--- src/include/epc_pkg.sv ---
package epc_pkg;
  localparam int EPC_WIDTH = 80;
  localparam int EPC_FRAC_W = 63;
  localparam int EPC_EXP_W = 15;
  localparam int EPC_SIGN_POS = 79;
  localparam int EPC_EXP_LSB = 64;
  localparam int EPC_INT_POS = 63;
  localparam int EPC_FRAC_TOP = 62;
  localparam int EPC_NREGS = 8;
  localparam int EPC_IDX_W = 3;
  localparam logic [14:0] EPC_EXP_ONES = 15'h7FFF;
  localparam logic [14:0] EPC_EXP_ZERO = 15'h0000;
  localparam logic [7:0] EPC_ESCAPE_LO = 8'hD8;
  localparam logic [7:0] EPC_ESCAPE_HI = 8'hDF;
  localparam logic [2:0] EPC_TOP_RESET = 3'h0;
  localparam logic [1:0] EPC_SRC_NONE = 2'h0;
  localparam logic [1:0] EPC_SRC_REG = 2'h1;
  localparam logic [1:0] EPC_SRC_MEM = 2'h2;
  localparam logic [1:0] EPC_SRC_IMM = 2'h3;
  // one-hot operand class
  typedef enum logic [7:0] {
    EPC_CL_ZERO = 8'h01,
    EPC_CL_DENORM = 8'h02,
    EPC_CL_NORMAL = 8'h04,
    EPC_CL_INF = 8'h08,
    EPC_CL_NAN = 8'h10,
    EPC_CL_PSEUDO_NAN = 8'h20,
    EPC_CL_PSEUDO_INF = 8'h40,
    EPC_CL_UNNORMAL = 8'h80
  } epc_class_t;
endpackage

--- src/hw/epc_classify.sv ---
module epc_classify
  import epc_pkg::*;
(
  // operand
  input wire logic [79:0] operand,
  // class
  output epc_class_t op_class,
  output logic pseudo_denorm,
  output logic quiet
);
  logic [14:0] exp_f;
  logic int_b;
  logic [62:0] frac;
  assign exp_f = operand[EPC_SIGN_POS-1:EPC_EXP_LSB];
  assign int_b = operand[EPC_INT_POS];
  assign frac = operand[EPC_FRAC_TOP:0];
  assign quiet = operand[EPC_FRAC_TOP];
  assign pseudo_denorm = (exp_f == EPC_EXP_ZERO) && int_b;
  always_comb begin
    if (exp_f == EPC_EXP_ONES) begin
      if (!int_b) begin
        op_class = (frac != '0) ? EPC_CL_PSEUDO_NAN : EPC_CL_PSEUDO_INF;
      end else begin
        op_class = (frac != '0) ? EPC_CL_NAN : EPC_CL_INF;
      end
    end else if (exp_f == EPC_EXP_ZERO) begin
      op_class = (int_b || frac != '0) ? EPC_CL_DENORM : EPC_CL_ZERO;
    end else begin
      op_class = int_b ? EPC_CL_NORMAL : EPC_CL_UNNORMAL;
    end
  end
endmodule

--- src/hw/epc_operand_screen.sv ---
module epc_operand_screen
  import epc_pkg::*;
#(
  parameter int NREGS = EPC_NREGS
) (
  // clock and reset
  input wire logic clk,
  input wire logic rst_n,
  // decoder request
  input wire logic req_valid,
  input wire logic [7:0] opcode_byte,
  input wire logic [1:0] num_ops,
  input wire logic [1:0] src_a,
  input wire logic [1:0] src_b,
  input wire logic [2:0] idx_a,
  input wire logic [2:0] idx_b,
  input wire logic [79:0] mem_a,
  input wire logic [79:0] mem_b,
  input wire logic push,
  input wire logic [79:0] push_value,
  input wire logic pop,
  // result from datapath
  input wire logic res_valid,
  input wire logic [79:0] res_value,
  // to datapath and exception logic
  output logic out_valid,
  output logic float_escape_opcode_class,
  output logic [79:0] opnd_a,
  output logic [79:0] opnd_b,
  output logic [7:0] class_a,
  output logic [7:0] class_b,
  output logic invalid_exc,
  output logic denormal_exc,
  output logic source_fault,
  output logic [79:0] res_out,
  output logic res_out_valid,
  output logic [2:0] stack_top,
  output logic [7:0] reg_empty
);
  logic [79:0] regs [NREGS];
  logic [79:0] val_a, val_b, res_fixed;
  epc_class_t cl_a, cl_b;
  logic pd_a, pd_b, use_a, use_b, escape_hit, bad_src, known_a, known_b, quiet_a;
  logic [2:0] next_top;

  function automatic logic [2:0] phys(input logic [2:0] top, input logic [2:0] rel);
    phys = top + rel;
  endfunction

  function automatic logic is_invalid(input epc_class_t c);
    is_invalid = (c == EPC_CL_PSEUDO_NAN) || (c == EPC_CL_PSEUDO_INF) ||
                 (c == EPC_CL_UNNORMAL);
  endfunction

  assign escape_hit = (opcode_byte >= EPC_ESCAPE_LO) && (opcode_byte <= EPC_ESCAPE_HI);
  // empty registers hold unknown data, so the one-hot, quiet-bit and pseudo-denormal flag checks only look at defined sources
  assign known_a = (src_a == EPC_SRC_MEM) ||
                   (src_a == EPC_SRC_REG && !reg_empty[phys(stack_top, idx_a)]);
  assign known_b = (src_b == EPC_SRC_MEM) ||
                   (src_b == EPC_SRC_REG && !reg_empty[phys(stack_top, idx_b)]);
  assign use_a = (num_ops != 2'h0);
  assign use_b = (num_ops == 2'h2);
  assign val_a = (src_a == EPC_SRC_MEM) ? mem_a : regs[phys(stack_top, idx_a)];
  assign val_b = (src_b == EPC_SRC_MEM) ? mem_b : regs[phys(stack_top, idx_b)];
  assign bad_src = (use_a && (src_a == EPC_SRC_IMM || src_a == EPC_SRC_NONE)) ||
                   (use_b && (src_b == EPC_SRC_IMM || src_b == EPC_SRC_NONE)) ||
                   (num_ops == 2'h3);

  epc_classify u_cl_a (
    .operand(val_a),
    .op_class(cl_a),
    .pseudo_denorm(pd_a),
    .quiet(quiet_a)
  );
  epc_classify u_cl_b (
    .operand(val_b),
    .op_class(cl_b),
    .pseudo_denorm(pd_b),
    .quiet()
  );

  // a pseudo-denormal result is rewritten with the integer bit cleared
  always_comb begin
    res_fixed = res_value;
    if (res_value[EPC_SIGN_POS-1:EPC_EXP_LSB] == EPC_EXP_ZERO) begin
      res_fixed[EPC_INT_POS] = 1'b0;
    end
  end

  always_ff @(posedge clk or negedge rst_n) begin
    if (!rst_n) begin
      out_valid <= 1'b0;
      float_escape_opcode_class <= 1'b0;
      opnd_a <= '0;
      opnd_b <= '0;
      class_a <= 8'h00;
      class_b <= 8'h00;
      invalid_exc <= 1'b0;
      denormal_exc <= 1'b0;
      source_fault <= 1'b0;
    end else begin
      out_valid <= req_valid && escape_hit && !bad_src;
      float_escape_opcode_class <= req_valid && escape_hit;
      source_fault <= req_valid && escape_hit && bad_src;
      opnd_a <= use_a ? val_a : '0;
      opnd_b <= use_b ? val_b : '0;
      class_a <= use_a ? cl_a : 8'h00;
      class_b <= use_b ? cl_b : 8'h00;
      invalid_exc <= req_valid && escape_hit && !bad_src &&
                     ((use_a && is_invalid(cl_a)) || (use_b && is_invalid(cl_b)));
      denormal_exc <= req_valid && escape_hit && !bad_src &&
                      ((use_a && cl_a == EPC_CL_DENORM) ||
                       (use_b && cl_b == EPC_CL_DENORM));
    end
  end

  always_ff @(posedge clk or negedge rst_n) begin
    if (!rst_n) begin
      res_out <= '0;
      res_out_valid <= 1'b0;
    end else begin
      res_out <= res_fixed;
      res_out_valid <= res_valid;
    end
  end

  // stack pointer: push decrements, pop increments; push wins when both assert
  always_comb begin
    next_top = stack_top;
    if (push) begin
      next_top = stack_top - 3'h1;
    end else if (pop) begin
      next_top = stack_top + 3'h1;
    end
  end

  always_ff @(posedge clk or negedge rst_n) begin
    if (!rst_n) begin
      stack_top <= EPC_TOP_RESET;
      reg_empty <= 8'hFF;
    end else begin
      stack_top <= next_top;
      if (push) begin
        reg_empty[next_top] <= 1'b0;
      end else if (pop) begin
        reg_empty[stack_top] <= 1'b1;
      end
    end
  end

  // register contents need no reset; tags say what is valid
  always_ff @(posedge clk) begin
    if (push) begin
      regs[next_top] <= push_value;
    end
  end

  a_esc_decode: assert property (@(posedge clk) disable iff (!rst_n)
    req_valid |=> float_escape_opcode_class == ($past(opcode_byte[7:3]) == 5'h1B))
    else $error("escape class mismatch");
  a_imm_refused: assert property (@(posedge clk) disable iff (!rst_n)
    (req_valid && escape_hit && use_a && src_a == EPC_SRC_IMM) |=> source_fault && !out_valid)
    else $error("immediate source accepted");
  a_invalid_pnan: assert property (@(posedge clk) disable iff (!rst_n)
    (req_valid && escape_hit && !bad_src && use_a && cl_a == EPC_CL_PSEUDO_NAN) |=> invalid_exc)
    else $error("pseudo-NaN without invalid");
  a_pinf_class: assert property (@(posedge clk) disable iff (!rst_n)
    (val_a[78:64] == 15'h7FFF && !val_a[63] && val_a[62:0] == '0) |-> cl_a == EPC_CL_PSEUDO_INF)
    else $error("pseudo-infinity misclassified");
  a_pnan_class: assert property (@(posedge clk) disable iff (!rst_n)
    (val_a[78:64] == 15'h7FFF && !val_a[63] && val_a[62:0] != '0) |-> cl_a == EPC_CL_PSEUDO_NAN)
    else $error("pseudo-NaN misclassified");
  a_unnorm_class: assert property (@(posedge clk) disable iff (!rst_n)
    (val_a[78:64] != 15'h7FFF && val_a[78:64] != 15'h0 && !val_a[63]) |-> cl_a == EPC_CL_UNNORMAL)
    else $error("unnormal misclassified");
  a_pdenorm_exc: assert property (@(posedge clk) disable iff (!rst_n)
    (req_valid && escape_hit && !bad_src && num_ops == 2'h1 && pd_a)
      |=> denormal_exc && !invalid_exc)
    else $error("pseudo-denormal wrong exception");
  a_pdenorm_flag: assert property (@(posedge clk) disable iff (!rst_n)
    (req_valid && known_a) |-> pd_a == (val_a[78:64] == 15'h0 && val_a[63]))
    else $error("pseudo-denormal flag wrong");
  a_no_pdenorm_out: assert property (@(posedge clk) disable iff (!rst_n)
    res_out_valid |-> !(res_out[78:64] == 15'h0 && res_out[63]))
    else $error("pseudo-denormal result");
  a_pop_top: assert property (@(posedge clk) disable iff (!rst_n)
    (pop && !push) |=> stack_top == $past(stack_top) + 3'h1 && reg_empty[$past(stack_top)])
    else $error("pop did not advance top");
  a_rel_index: assert property (@(posedge clk) disable iff (!rst_n)
    (req_valid && escape_hit && !bad_src && use_a && src_a == EPC_SRC_REG)
      |=> opnd_a == $past(regs[phys(stack_top, idx_a)]))
    else $error("register not stack-relative");
  a_one_hot_a: assert property (@(posedge clk) disable iff (!rst_n)
    (req_valid && known_a) |-> $onehot(cl_a))
    else $error("class a not one-hot");
  a_one_hot_b: assert property (@(posedge clk) disable iff (!rst_n)
    (req_valid && known_b) |-> $onehot(cl_b))
    else $error("class b not one-hot");
  a_pnan_quiet: assert property (@(posedge clk) disable iff (!rst_n)
    (req_valid && known_a && cl_a == EPC_CL_PSEUDO_NAN) |-> quiet_a == val_a[62])
    else $error("pseudo-NaN quiet bit lost");
  a_count_refused: assert property (@(posedge clk) disable iff (!rst_n)
    (req_valid && escape_hit && num_ops == 2'h3) |=> source_fault && !out_valid && !invalid_exc)
    else $error("operand count three accepted");
  a_push_top: assert property (@(posedge clk) disable iff (!rst_n)
    push |=> stack_top == $past(stack_top) - 3'h1 && !reg_empty[stack_top])
    else $error("push did not lower top");
  a_denorm_b: assert property (@(posedge clk) disable iff (!rst_n)
    (req_valid && escape_hit && !bad_src && use_b && cl_b == EPC_CL_DENORM) |=> denormal_exc)
    else $error("second denormal operand missed");
endmodule

--- config.mk ---
export PLATFORM = sky130hd
export DESIGN_NAME = epc_operand_screen
export DESIGN_NICKNAME = d
export VERILOG_FILES = /design/src/include/epc_pkg.sv /design/src/hw/epc_classify.sv /design/src/hw/epc_operand_screen.sv
export SDC_FILE = /design/constraint.sdc
export NUM_CORES = 1
export LEC_CHECK = 0
export BUFFER_PORTS_ARGS = -buffer_cell sky130_fd_sc_hd__buf_2
export CORE_AREA = 2 2 364 366
export CTS_BUF_LIST = sky130_fd_sc_hd__clkbuf_4 sky130_fd_sc_hd__clkbuf_8 sky130_fd_sc_hd__clkbuf_16
export DETAILED_ROUTE_END_ITERATION = 8
export DIE_AREA = 0 0 366 368
export SYNTH_ARGS = -nofsm -noshare
export SYNTH_HDL_FRONTEND = slang
export SYNTH_SLANG_ARGS = --single-unit
--- constraint.sdc ---
create_clock -name clk -period 12.3 [get_ports clk]
set_input_delay 3.075 -clock clk [delete_from_list [all_inputs] [get_ports clk]]
set_output_delay 3.075 -clock clk [all_outputs]
set_load 0.005 [all_outputs]
Yosys cells after proc, flatten, opt, wreduce, memory -nomap -nowiden. Memory sizes are Yosys's and may differ from the RTL's. Index checks and enable logic that the tools add are counted.

Add/subtract/negate cells: 4. $lt $le $gt $ge: 6. Equal/unequal tests: 16. Muxes and demuxes: 31. Bitwise operators: 3. Reduce and logical (&&, ||, !) cells: 36.

Operators by type and width (count): 80-bit 2-to-1 mux (4); 63-bit nonzero test (2); 8-bit 2-to-1 mux (12); 15-bit logical NOT (3); 15-bit equality test, second input constant (2); 8-bit by 2-bit equality test with 1-bit output, second input constant (2); 8-bit by 6-bit equality test with 1-bit output, second input constant (2); 8-bit by 7-bit equality test with 1-bit output, second input constant (2); 8-bit equality test, second input constant (2); 1-bit logical AND (14); 7-bit 2-to-1 mux (2); 2-bit equality test, second input constant (6); 1-bit logical OR (12); 5-bit 2-to-1 mux (2); 8-bit bitwise AND (1); 8-bit >= comparator, second input constant (1); 8-bit <= comparator, second input constant (1); 3-bit by 4-bit less-than comparator with 1-bit output, second input constant (2); 8-bit inverter (1); 8-bit OR (1); 3-bit adder (2); 1-bit demux with 3-bit select (2); 3-bit by 1-bit >= comparator with 1-bit output, second input constant (2); 3-bit 2-to-1 mux (2); 7 further kinds (14).

Register bits: 273. Memory bits (writable): 640. Input bits: 346. Output and inout port bits: 273. Word-level logic and storage cells: 110. Memories kept: 1.

Memory list: regs (depth 8, bits a word 80, read ports 2, clocked after Yosys merged registers in 0, write ports 1, RTL line epc_operand_screen.sv:40) `logic [79:0] regs [NREGS];`.

Logic depth before layout (Yosys ltp). Gate-level depths: netlist of run 1. An unclocked memory read counts as a cell.

Depth in word-level cells: 14. Mapped depth: 14. Gate-level depth less buffers: 11.

By module. A second synthesis of run 1 with hierarchy kept.

Cells, all modules: 2404. Area, all modules: 40963.0 um2.

Modules (own cells, without submodules): epc_operand_screen (instances 1, cells each 2304, area an instance 40304.9 um2); epc_classify (instances 2, cells each 50, area an instance 329.1 um2).

Worst setup path after synthesis of run 1. Ideal clock, no wire load.

Kind: in2reg. Start point: input port push. End point: memory regs[3][0], enable pin. Arrival time: 9624 ps. Path slack: 2041 ps. Stages: 5. Cells stage by stage: clkbuf_1 a211oi_1 a21oi_1 nand2_1 nor3b_1.

Elaborated cells on any way between the ends: 3.

RTL lines: from (decl) (RTL line epc_operand_screen.sv:19) `input wire logic push,`; 3-bit 2-to-1 mux (RTL line epc_operand_screen.sv:130) `if (push) begin`; net next_top[1] (RTL line epc_operand_screen.sv:44) `logic [2:0] next_top;`; to (decl) (RTL line epc_operand_screen.sv:40).

The timed path passes the listed nets, and every way through them passes these cells.

Final worst setup path of run 1.
Start point: input port idx_a[0]. End point: register denormal_exc.

Word-level cells in the longest chain between the ends: 12. Elaborated cells on any way between the ends: 18.

Ends and longest elaborated chain: from (decl) (RTL line epc_operand_screen.sv:15) `input wire logic [2:0] idx_a,`; 3-bit adder * (RTL line epc_operand_screen.sv:47) `phys = top + rel;`; memory 8 x 80 bit *; 80-bit 2-to-1 mux * (RTL line epc_operand_screen.sv:63) `assign val_a = (src_a == EPC_SRC_MEM) ? mem_a : regs[phys(stack_top, idx_a)];`; 63-bit nonzero test (RTL line epc_classify.sv:22, epc_classify.sv:24, epc_classify.sv:27); 1-bit logical OR (RTL line epc_classify.sv:27) `op_class = (int_b || frac != '0) ? EPC_CL_DENORM : EPC_CL_ZERO;`; 2-bit 2-to-1 mux (RTL line epc_classify.sv:27); 8-bit 2-to-1 mux (RTL line epc_classify.sv:26) `end else if (exp_f == EPC_EXP_ZERO) begin`; 8-bit 2-to-1 mux * (RTL line epc_classify.sv:20) `if (exp_f == EPC_EXP_ONES) begin`; 8-bit by 2-bit equality test with 1-bit output * (RTL line epc_operand_screen.sv:112) `((use_a && cl_a == EPC_CL_DENORM) ||`; 1-bit logical AND * (RTL line epc_operand_screen.sv:112); 1-bit logical OR * (RTL line epc_operand_screen.sv:112); 1-bit logical AND * (RTL line epc_operand_screen.sv:111) `denormal_exc <= req_valid && escape_hit && !bad_src &&`; to (signal assigned) (RTL line epc_operand_screen.sv:111); to (decl) (RTL line epc_operand_screen.sv:33) `output logic denormal_exc,`.

Every way passes the cells marked *; elsewhere a longest branch is shown, timed or not. A chain may end at the register's enable or synchronous reset.

==> results of run 1 <==
-- layout by cell type (no fill, tap or decap), types with 3 or more instances in the layout --
cell type,count
a21oi_1,40
buf_12,10
buf_2,614
buf_4,27
bufinv_16,5
clkbuf_16,107
clkbuf_4,32
clkbuf_8,12
clkinv_1,9
clkinv_2,12
dfrtp_1,265
dfstp_2,8
diode_2,9
edfxtp_1,640
ha_4,4
inv_1,14
inv_4,3
inv_6,3
mux2_1,71
mux2_2,55
mux2i_1,160
mux4_2,320
nand2_1,11
nand3_1,4
nand4_1,40
nor2_1,209
nor2_4,3
nor3_1,10
nor3b_1,5
nor4_1,19
-- through the flow --
step	hold WS [ps]	std cells
after floorplan	504	2046
after global placement	507	4322
after detailed placement	509	4322
after CTS	516	4510
after global routing	529	4514
final	515	4519
-- flip-flops by register name, summed over array words and instances (netlist names) --
register                   cells
source_fault                   1
float_escape_opcode_class      1
out_valid                      1
opnd_b                        80
denormal_exc                   1
res_out                       80
class_a                        8
reg_empty                      8
stack_top                      3
opnd_a                        80
class_b                        8
regs                         640
res_out_valid                  1
invalid_exc                    1
-- cell families (layout without fill, tap and decap cells) --
kind of cell,after synthesis,in the layout,share of synthesized area
AO/OA/AOI/OAI,52,52,0.00727
buffers and inverters,145,854,0.0190
XOR/XNOR,4,4,0.00161
other,0,9,0
AND/OR/NAND/NOR,318,318,0.0368
adder cells (fa/ha/maj),8,8,0.00296
multiplexers,606,606,0.263
flip-flops,913,913,0.670
-- cell type report --
| type | count | area [sq um] | area share |
|---|---|---|---|
| flip-flops and latches | 913 | 26100 | 0.549 |
| multi-input cells | 988 | 12200 | 0.258 |
| repair buffers | 652 | 3490 | 0.0735 |
| clock buffers | 151 | 3080 | 0.0649 |
| well taps | 1755 | 2200 | 0.0462 |
| clock inverters | 37 | 354 | 0.00745 |
| inverters | 14 | 52.6 | 0.00111 |
| diodes | 9 | 22.5 | 0.000474 |
-- power by group through the flow --
stage	logic (mW)	registers [mW]	clock network, mW
after floorplan	3.82	4.32	0
after global placement	6.18	4.28	0
after detailed placement	6.20	4.30	0
after CTS	6.22	4.24	3.17
after global routing	6.49	4.30	3.30
final	6.06	4.24	3.09
-- layer usage --
metal  global-route usage  up-vias  routed length [um]
met4               0.0616       14                3690
met1                0.243    11900               52000
met3               0.0448      188                9990
li1                     -     9512                   -
met5                    0        -                  87
met2                0.296      926               59700
-- worst max-delay path: cells and delay by family --
family,cells,cell delay (ps)
and+or+nand+nor,3,2190
muxes,3,1380
adders and majority gates,2,1160
buffers and inverters,2,160
AOI/OAI and AO/OA,2,580
-- synth_stat cells, drive strengths merged, types with 3 or more instances --
| master | instances | area [sq um] |
|---|---|---|
| edfxtp | 640 | 19200 |
| mux4 | 320 | 7210 |
| dfrtp | 265 | 6630 |
| nor2 | 212 | 796 |
| mux2i | 160 | 1600 |
| mux2 | 126 | 1420 |
| buf | 86 | 518 |
| clkbuf | 45 | 169 |
| a21oi | 40 | 200 |
| nand4 | 40 | 250 |
| nor4 | 19 | 119 |
| inv | 14 | 52.6 |
| nor3 | 12 | 60.1 |
| nand2 | 11 | 41.3 |
| dfstp | 8 | 210 |
| nor3b | 7 | 52.6 |
| ha | 6 | 75.1 |
| nand3 | 4 | 20.0 |
| nand2b | 3 | 18.8 |
| o21ai | 3 | 15.0 |
-- worst paths after layout --
kind,startpoint,end
worst max-delay path,idx_a[0],denormal_exc$_DFF_PN0_
worst min-delay path,reg_empty[0]$_DFFE_PN1P_,reg_empty[0]$_DFFE_PN1P_
worst max register to register,stack_top[0]$_DFF_PN0_,denormal_exc$_DFF_PN0_
worst min register to register,reg_empty[0]$_DFFE_PN1P_,reg_empty[0]$_DFFE_PN1P_
max in group asynchronous,rst_n,opnd_a[64]$_DFF_PN0_
min in group asynchronous,rst_n,stack_top[0]$_DFF_PN0_
==> flow_summary.yaml, run 1 <==
status:
  status: "complete, no violations"
routing:
  totalWireLength_mm: 125
  detail_route.vias_per_cell: 4.99
  dr.pass1.iters: 5
  avgRoutedWirePerCell_um: 27.7
  ant_nets: 0
  vias: 22500
  drc: 0
  drt_iter0_drc: 1952
die:
  io_pins: 619
  die_area_sq_um: 135000
  fp-row-count: 133
  die_h_um: 368
  core_area_sq_um: 131000
  start_util: 0.298
  die_x_um: 366
timing:
  grt_setup_unrepaired: "no"
  period_minus_slack_ps: 8060
  finalHoldViolations: 0
  final.setup.worst_slack_ps: 4240
  worst_pin_slew_ps: 1130
  setup_violations: 0
  tns_ps: 0
  post-route-period-util: 0.656
  max_freq_ghz: 0.124
  drv_slew: 0
  worst_clock_skew_ps: 32.9
  slew-limit-headroom: 0.224
power:
  peakVddDrop_mv: 0.176
  switching_share: 0.372
  power_switching_mw: 4.99
  p_int_mw: 8.40
  power_frac_seq: 0.317
  p_leak_nw: 17.8
  power_per_cell_area_nw_per_um2: 282
  p_comb_frac: 0.452
  clockPowerShare: 0.231
  power_mw: 13.4
worst_setup_path:
  rrSetupSlack_ps: 5910
  arrival_ps: 8640
  critPathKind: "in -> reg"
  path_max_fanout: 18
  end_kind: "register"
  cp-start-kind: "primary input"
  cp_cell_sequence: "buf_2 -> ha_4 -> inv_1 -> fa_4 -> mux4_2 -> mux2_2 -> mux2i_1 -> nand4_1 -> nor4_1 -> nand4_1 -> o211ai_1 -> a21boi_1"
  rr_worst_depth: 11
  max_stage_delay_ps: 1040
  crit_required_ps: 12880
  cp_slowest_cell: "fa_4"
  cpMostUsedCell: "nand4_1"
clock_network:
  postCtsHoldBufs: 0
  cts_setup_buffers: 0
  clkSinkCount: 913
  clock_latency_ps: 710
  cts_tree: "done"
  cts_resized: 0
  root_buffer: "clkbuf_16"
  cts_buffer_depth: 3
  htreeDepth: 3
  cts_made_buffers: 100
  clkTransAtPathRegs_ps: 60
logic_synthesis:
  ys_types: 44
  yosysSeqAreaShare: 0.670
  syn_area_sq_um: 38900
  synth-edff-count: 640
  async_flop_share: 0.299
  synth_nets: 2400
  ys.flop_type: "edfxtp_1"
  ys_seq_elements: 913
  yosys_warnings: 0
  syn_inst: 2046
  avgSynthCellArea_sq_um: 19.0
finish:
  fillers: 12200
  final_area_sq_um: 47500
  finalCoreUtilization: 0.363
  drive_gt1_frac: 0.448
  area_growth_syn_to_layout_pct: 22.1
  nNetsFinal: 3023
flow_run:
  drv_cap: 0
global_route:
  grt_pass1_wl_mm: 175
  antenna_found_initial: 32
  track_usage: 0.184
  grt_pass1_vias: 23400
  overflow: 0
  grt_start_max_net_pins: 125
placed_design:
  placed_cell_area_sq_um: 44000
  dp_hpwl_mm: 85.5
  gp_congestion: 0.887
  io_buffers: 615
  dp_slack_ps: 3250
min_path:
  holdPathStages: 2
  hold_class: "reg -> reg"
Note: power is estimated with default switching activity, not from simulation.
==> inputs of run 2 (changes only) <==
==> constraint.sdc (replaced) <==
create_clock -name clk -period 7.4 [get_ports clk]
set_input_delay 1.85 -clock clk [delete_from_list [all_inputs] [get_ports clk]]
set_output_delay 1.85 -clock clk [all_outputs]
set_load 0.005 [all_outputs]
==> run 2 against run 1 <==
  * Sequential power is 66% higher
  * Via count grew 1.6%
  * Routed wire length grew 0.98%
  * First-iteration DRC count down 14%
  * Setup slack got worse by 2600 ps
  * Utilization is 0.38 points higher
  * Largest cell class unchanged
  * Sequential share of layout area decreased by 0.57 points
  * Clock power up 71%
==> flow_summary.yaml, run 2 (synthesis gave the netlist of run 1 again) <==
clock_network:
  clock_latency_ps: 730
  clkTransAtPathRegs_ps: 60
  cts_buffer_depth: 3
  clkSinkCount: 913
  htreeDepth: 3
  cts_made_buffers: 99
  root_buffer: "clkbuf_16"
  cts_resized: 0
  postCtsHoldBufs: 0
  cts_tree: "done"
  cts_setup_buffers: 0
worst_setup_path:
  max_stage_delay_ps: 1050
  cp_cell_sequence: "buf_2 -> ha_4 -> inv_1 -> fa_4 -> buf_12 -> buf_4 -> mux4_2 -> mux2i_1 -> nor2_1 -> a21oi_1 -> nand4_1 -> or4_1 -> nor3_1 -> buf_4"
  rr_worst_depth: 13
  crit_family: "buffers and inverters"
  reg2reg_from: "stack_top[0]$_DFF_PN0_"
  crit_required_ps: 8030
  critPathKind: "in -> reg"
  end_kind: "register"
  cpMostUsedCell: "buf_4"
  path_max_fanout: 53
  rrSetupSlack_ps: 2080
  r2r_end: "class_a[0]$_DFF_PN0_"
  arrival_ps: 6360
  cp-start-kind: "primary input"
  cp_num_buf_inv: 5
  cp_slowest_cell: "fa_4"
routing:
  drt_iter0_drc: 1679
  drc: 0
  detail_route.vias_per_cell: 5.02
  dr.pass1.iters: 7
  avgRoutedWirePerCell_um: 27.7
  totalWireLength_mm: 127
  vias: 22900
  ant_nets: 0
flow_run:
  drv_cap: 0
placed_design:
  dp_slack_ps: 1000
  place_inst: 4362
  io_buffers: 615
  gp_congestion: 0.861
  placed_cell_area_sq_um: 44400
  dp_hpwl_mm: 87.6
timing:
  setup_violations: 0
  finalHoldViolations: 0
  tns_ps: 0
  fin_hold_ws_ps: 528
  grt_setup_unrepaired: "no"
  period_minus_slack_ps: 5730
  max_freq_ghz: 0.175
  post-route-period-util: 0.774
  worst_pin_slew_ps: 1130
  final.setup.worst_slack_ps: 1670
  slew-limit-headroom: 0.245
  drv_slew: 0
  worst_clock_skew_ps: 44.1
finish:
  regMostFlops: "regs"
  layout_commonest_cell: "edfxtp_1"
  final_cell_mix: "edfxtp_1, buf_2, mux4_2"
  finalCoreUtilization: 0.367
  nNetsFinal: 3062
  final_area_sq_um: 48000
  finalNonFillerCells: 4566
  largest_reg_flops: 640
  area_growth_syn_to_layout_pct: 23.3
  drive_gt1_frac: 0.455
min_path:
  whs_endpoint: "reg_empty[4]$_DFFE_PN1P_"
  hold_class: "reg -> reg"
  holdPathStages: 2
  hp-start: "reg_empty[4]$_DFFE_PN1P_"
global_route:
  antenna_found_initial: 41
  grt_start_max_net_pins: 127
  track_usage: 0.185
  grt_pass1_wl_mm: 175
  overflow: 0
  grt_pass1_vias: 23500
die:
  io_pins: 619
  die_h_um: 368
  core_area_sq_um: 131000
  start_util: 0.298
  die_area_sq_um: 135000
  die_x_um: 366
  fp-row-count: 133
power:
  peakVddDrop_mv: 0.306
  p_int_mw: 14.2
  clockPowerShare: 0.233
  power_mw: 22.7
  switching_share: 0.375
  power_per_cell_area_nw_per_um2: 472
  p_comb_frac: 0.456
  power_frac_seq: 0.311
  p_leak_nw: 18.0
  power_switching_mw: 8.51
status:
  status: "complete, no violations"
-- run 2: worst max-delay path by stage --
| stage | cells past startpoint | endpoint | slack [ps] | start |
|---|---|---|---|---|
| floorplan | 5 | regs[2][0]$_DFFE_PP_ | 890 | push |
| global placement | 14 | class_a[0]$_DFF_PN0_ | 960 | idx_a[0] |
| detailed placement | 14 | denormal_exc$_DFF_PN0_ | 1000 | idx_b[0] |
| CTS | 14 | class_a[0]$_DFF_PN0_ | 1780 | idx_a[0] |
| global route | 14 | class_a[0]$_DFF_PN0_ | 1500 | idx_a[0] |
| finish | 14 | class_a[0]$_DFF_PN0_ | 1670 | idx_a[0] |
-- run 2: worst min-delay path, stage by stage, from the launching register on --
cell and delay (ps):
dfstp_2 370, a21oi_1 110, nor2_1 50
-- run 2: final cells by class --
cell class / instances / area (sq um)
tap: 1755 / 2200
multi-input combinational: 988 / 12300
clock buffer: 113 / 2620
timing repair buffer: 692 / 3870
fill: 12300 / 82800
inverter: 14 / 52.6
clock inverter: 74 / 893
sequential: 913 / 26100
antenna: 17 / 42.5
-- run 2: power by group through the flow --
stage	combinational (mW)	sequential, mW	clock, mW
finish	10.4	7.05	5.27
global route	11.0	7.15	5.60
CTS	10.5	7.05	5.41
detailed placement	10.5	7.15	0
global placement	10.5	7.11	0
floorplan	6.36	7.15	0
-- run 2: metal layers --
layer  up-vias  wire length, um  global-route usage  share of wire
met2      1023            59400               0.292           0.47
met5         -              157                   0         0.0012
met3       209            10800              0.0515          0.085
met4        24             4030              0.0634          0.032
met1     12000            52200               0.244           0.41
li1       9602                -                   -              -
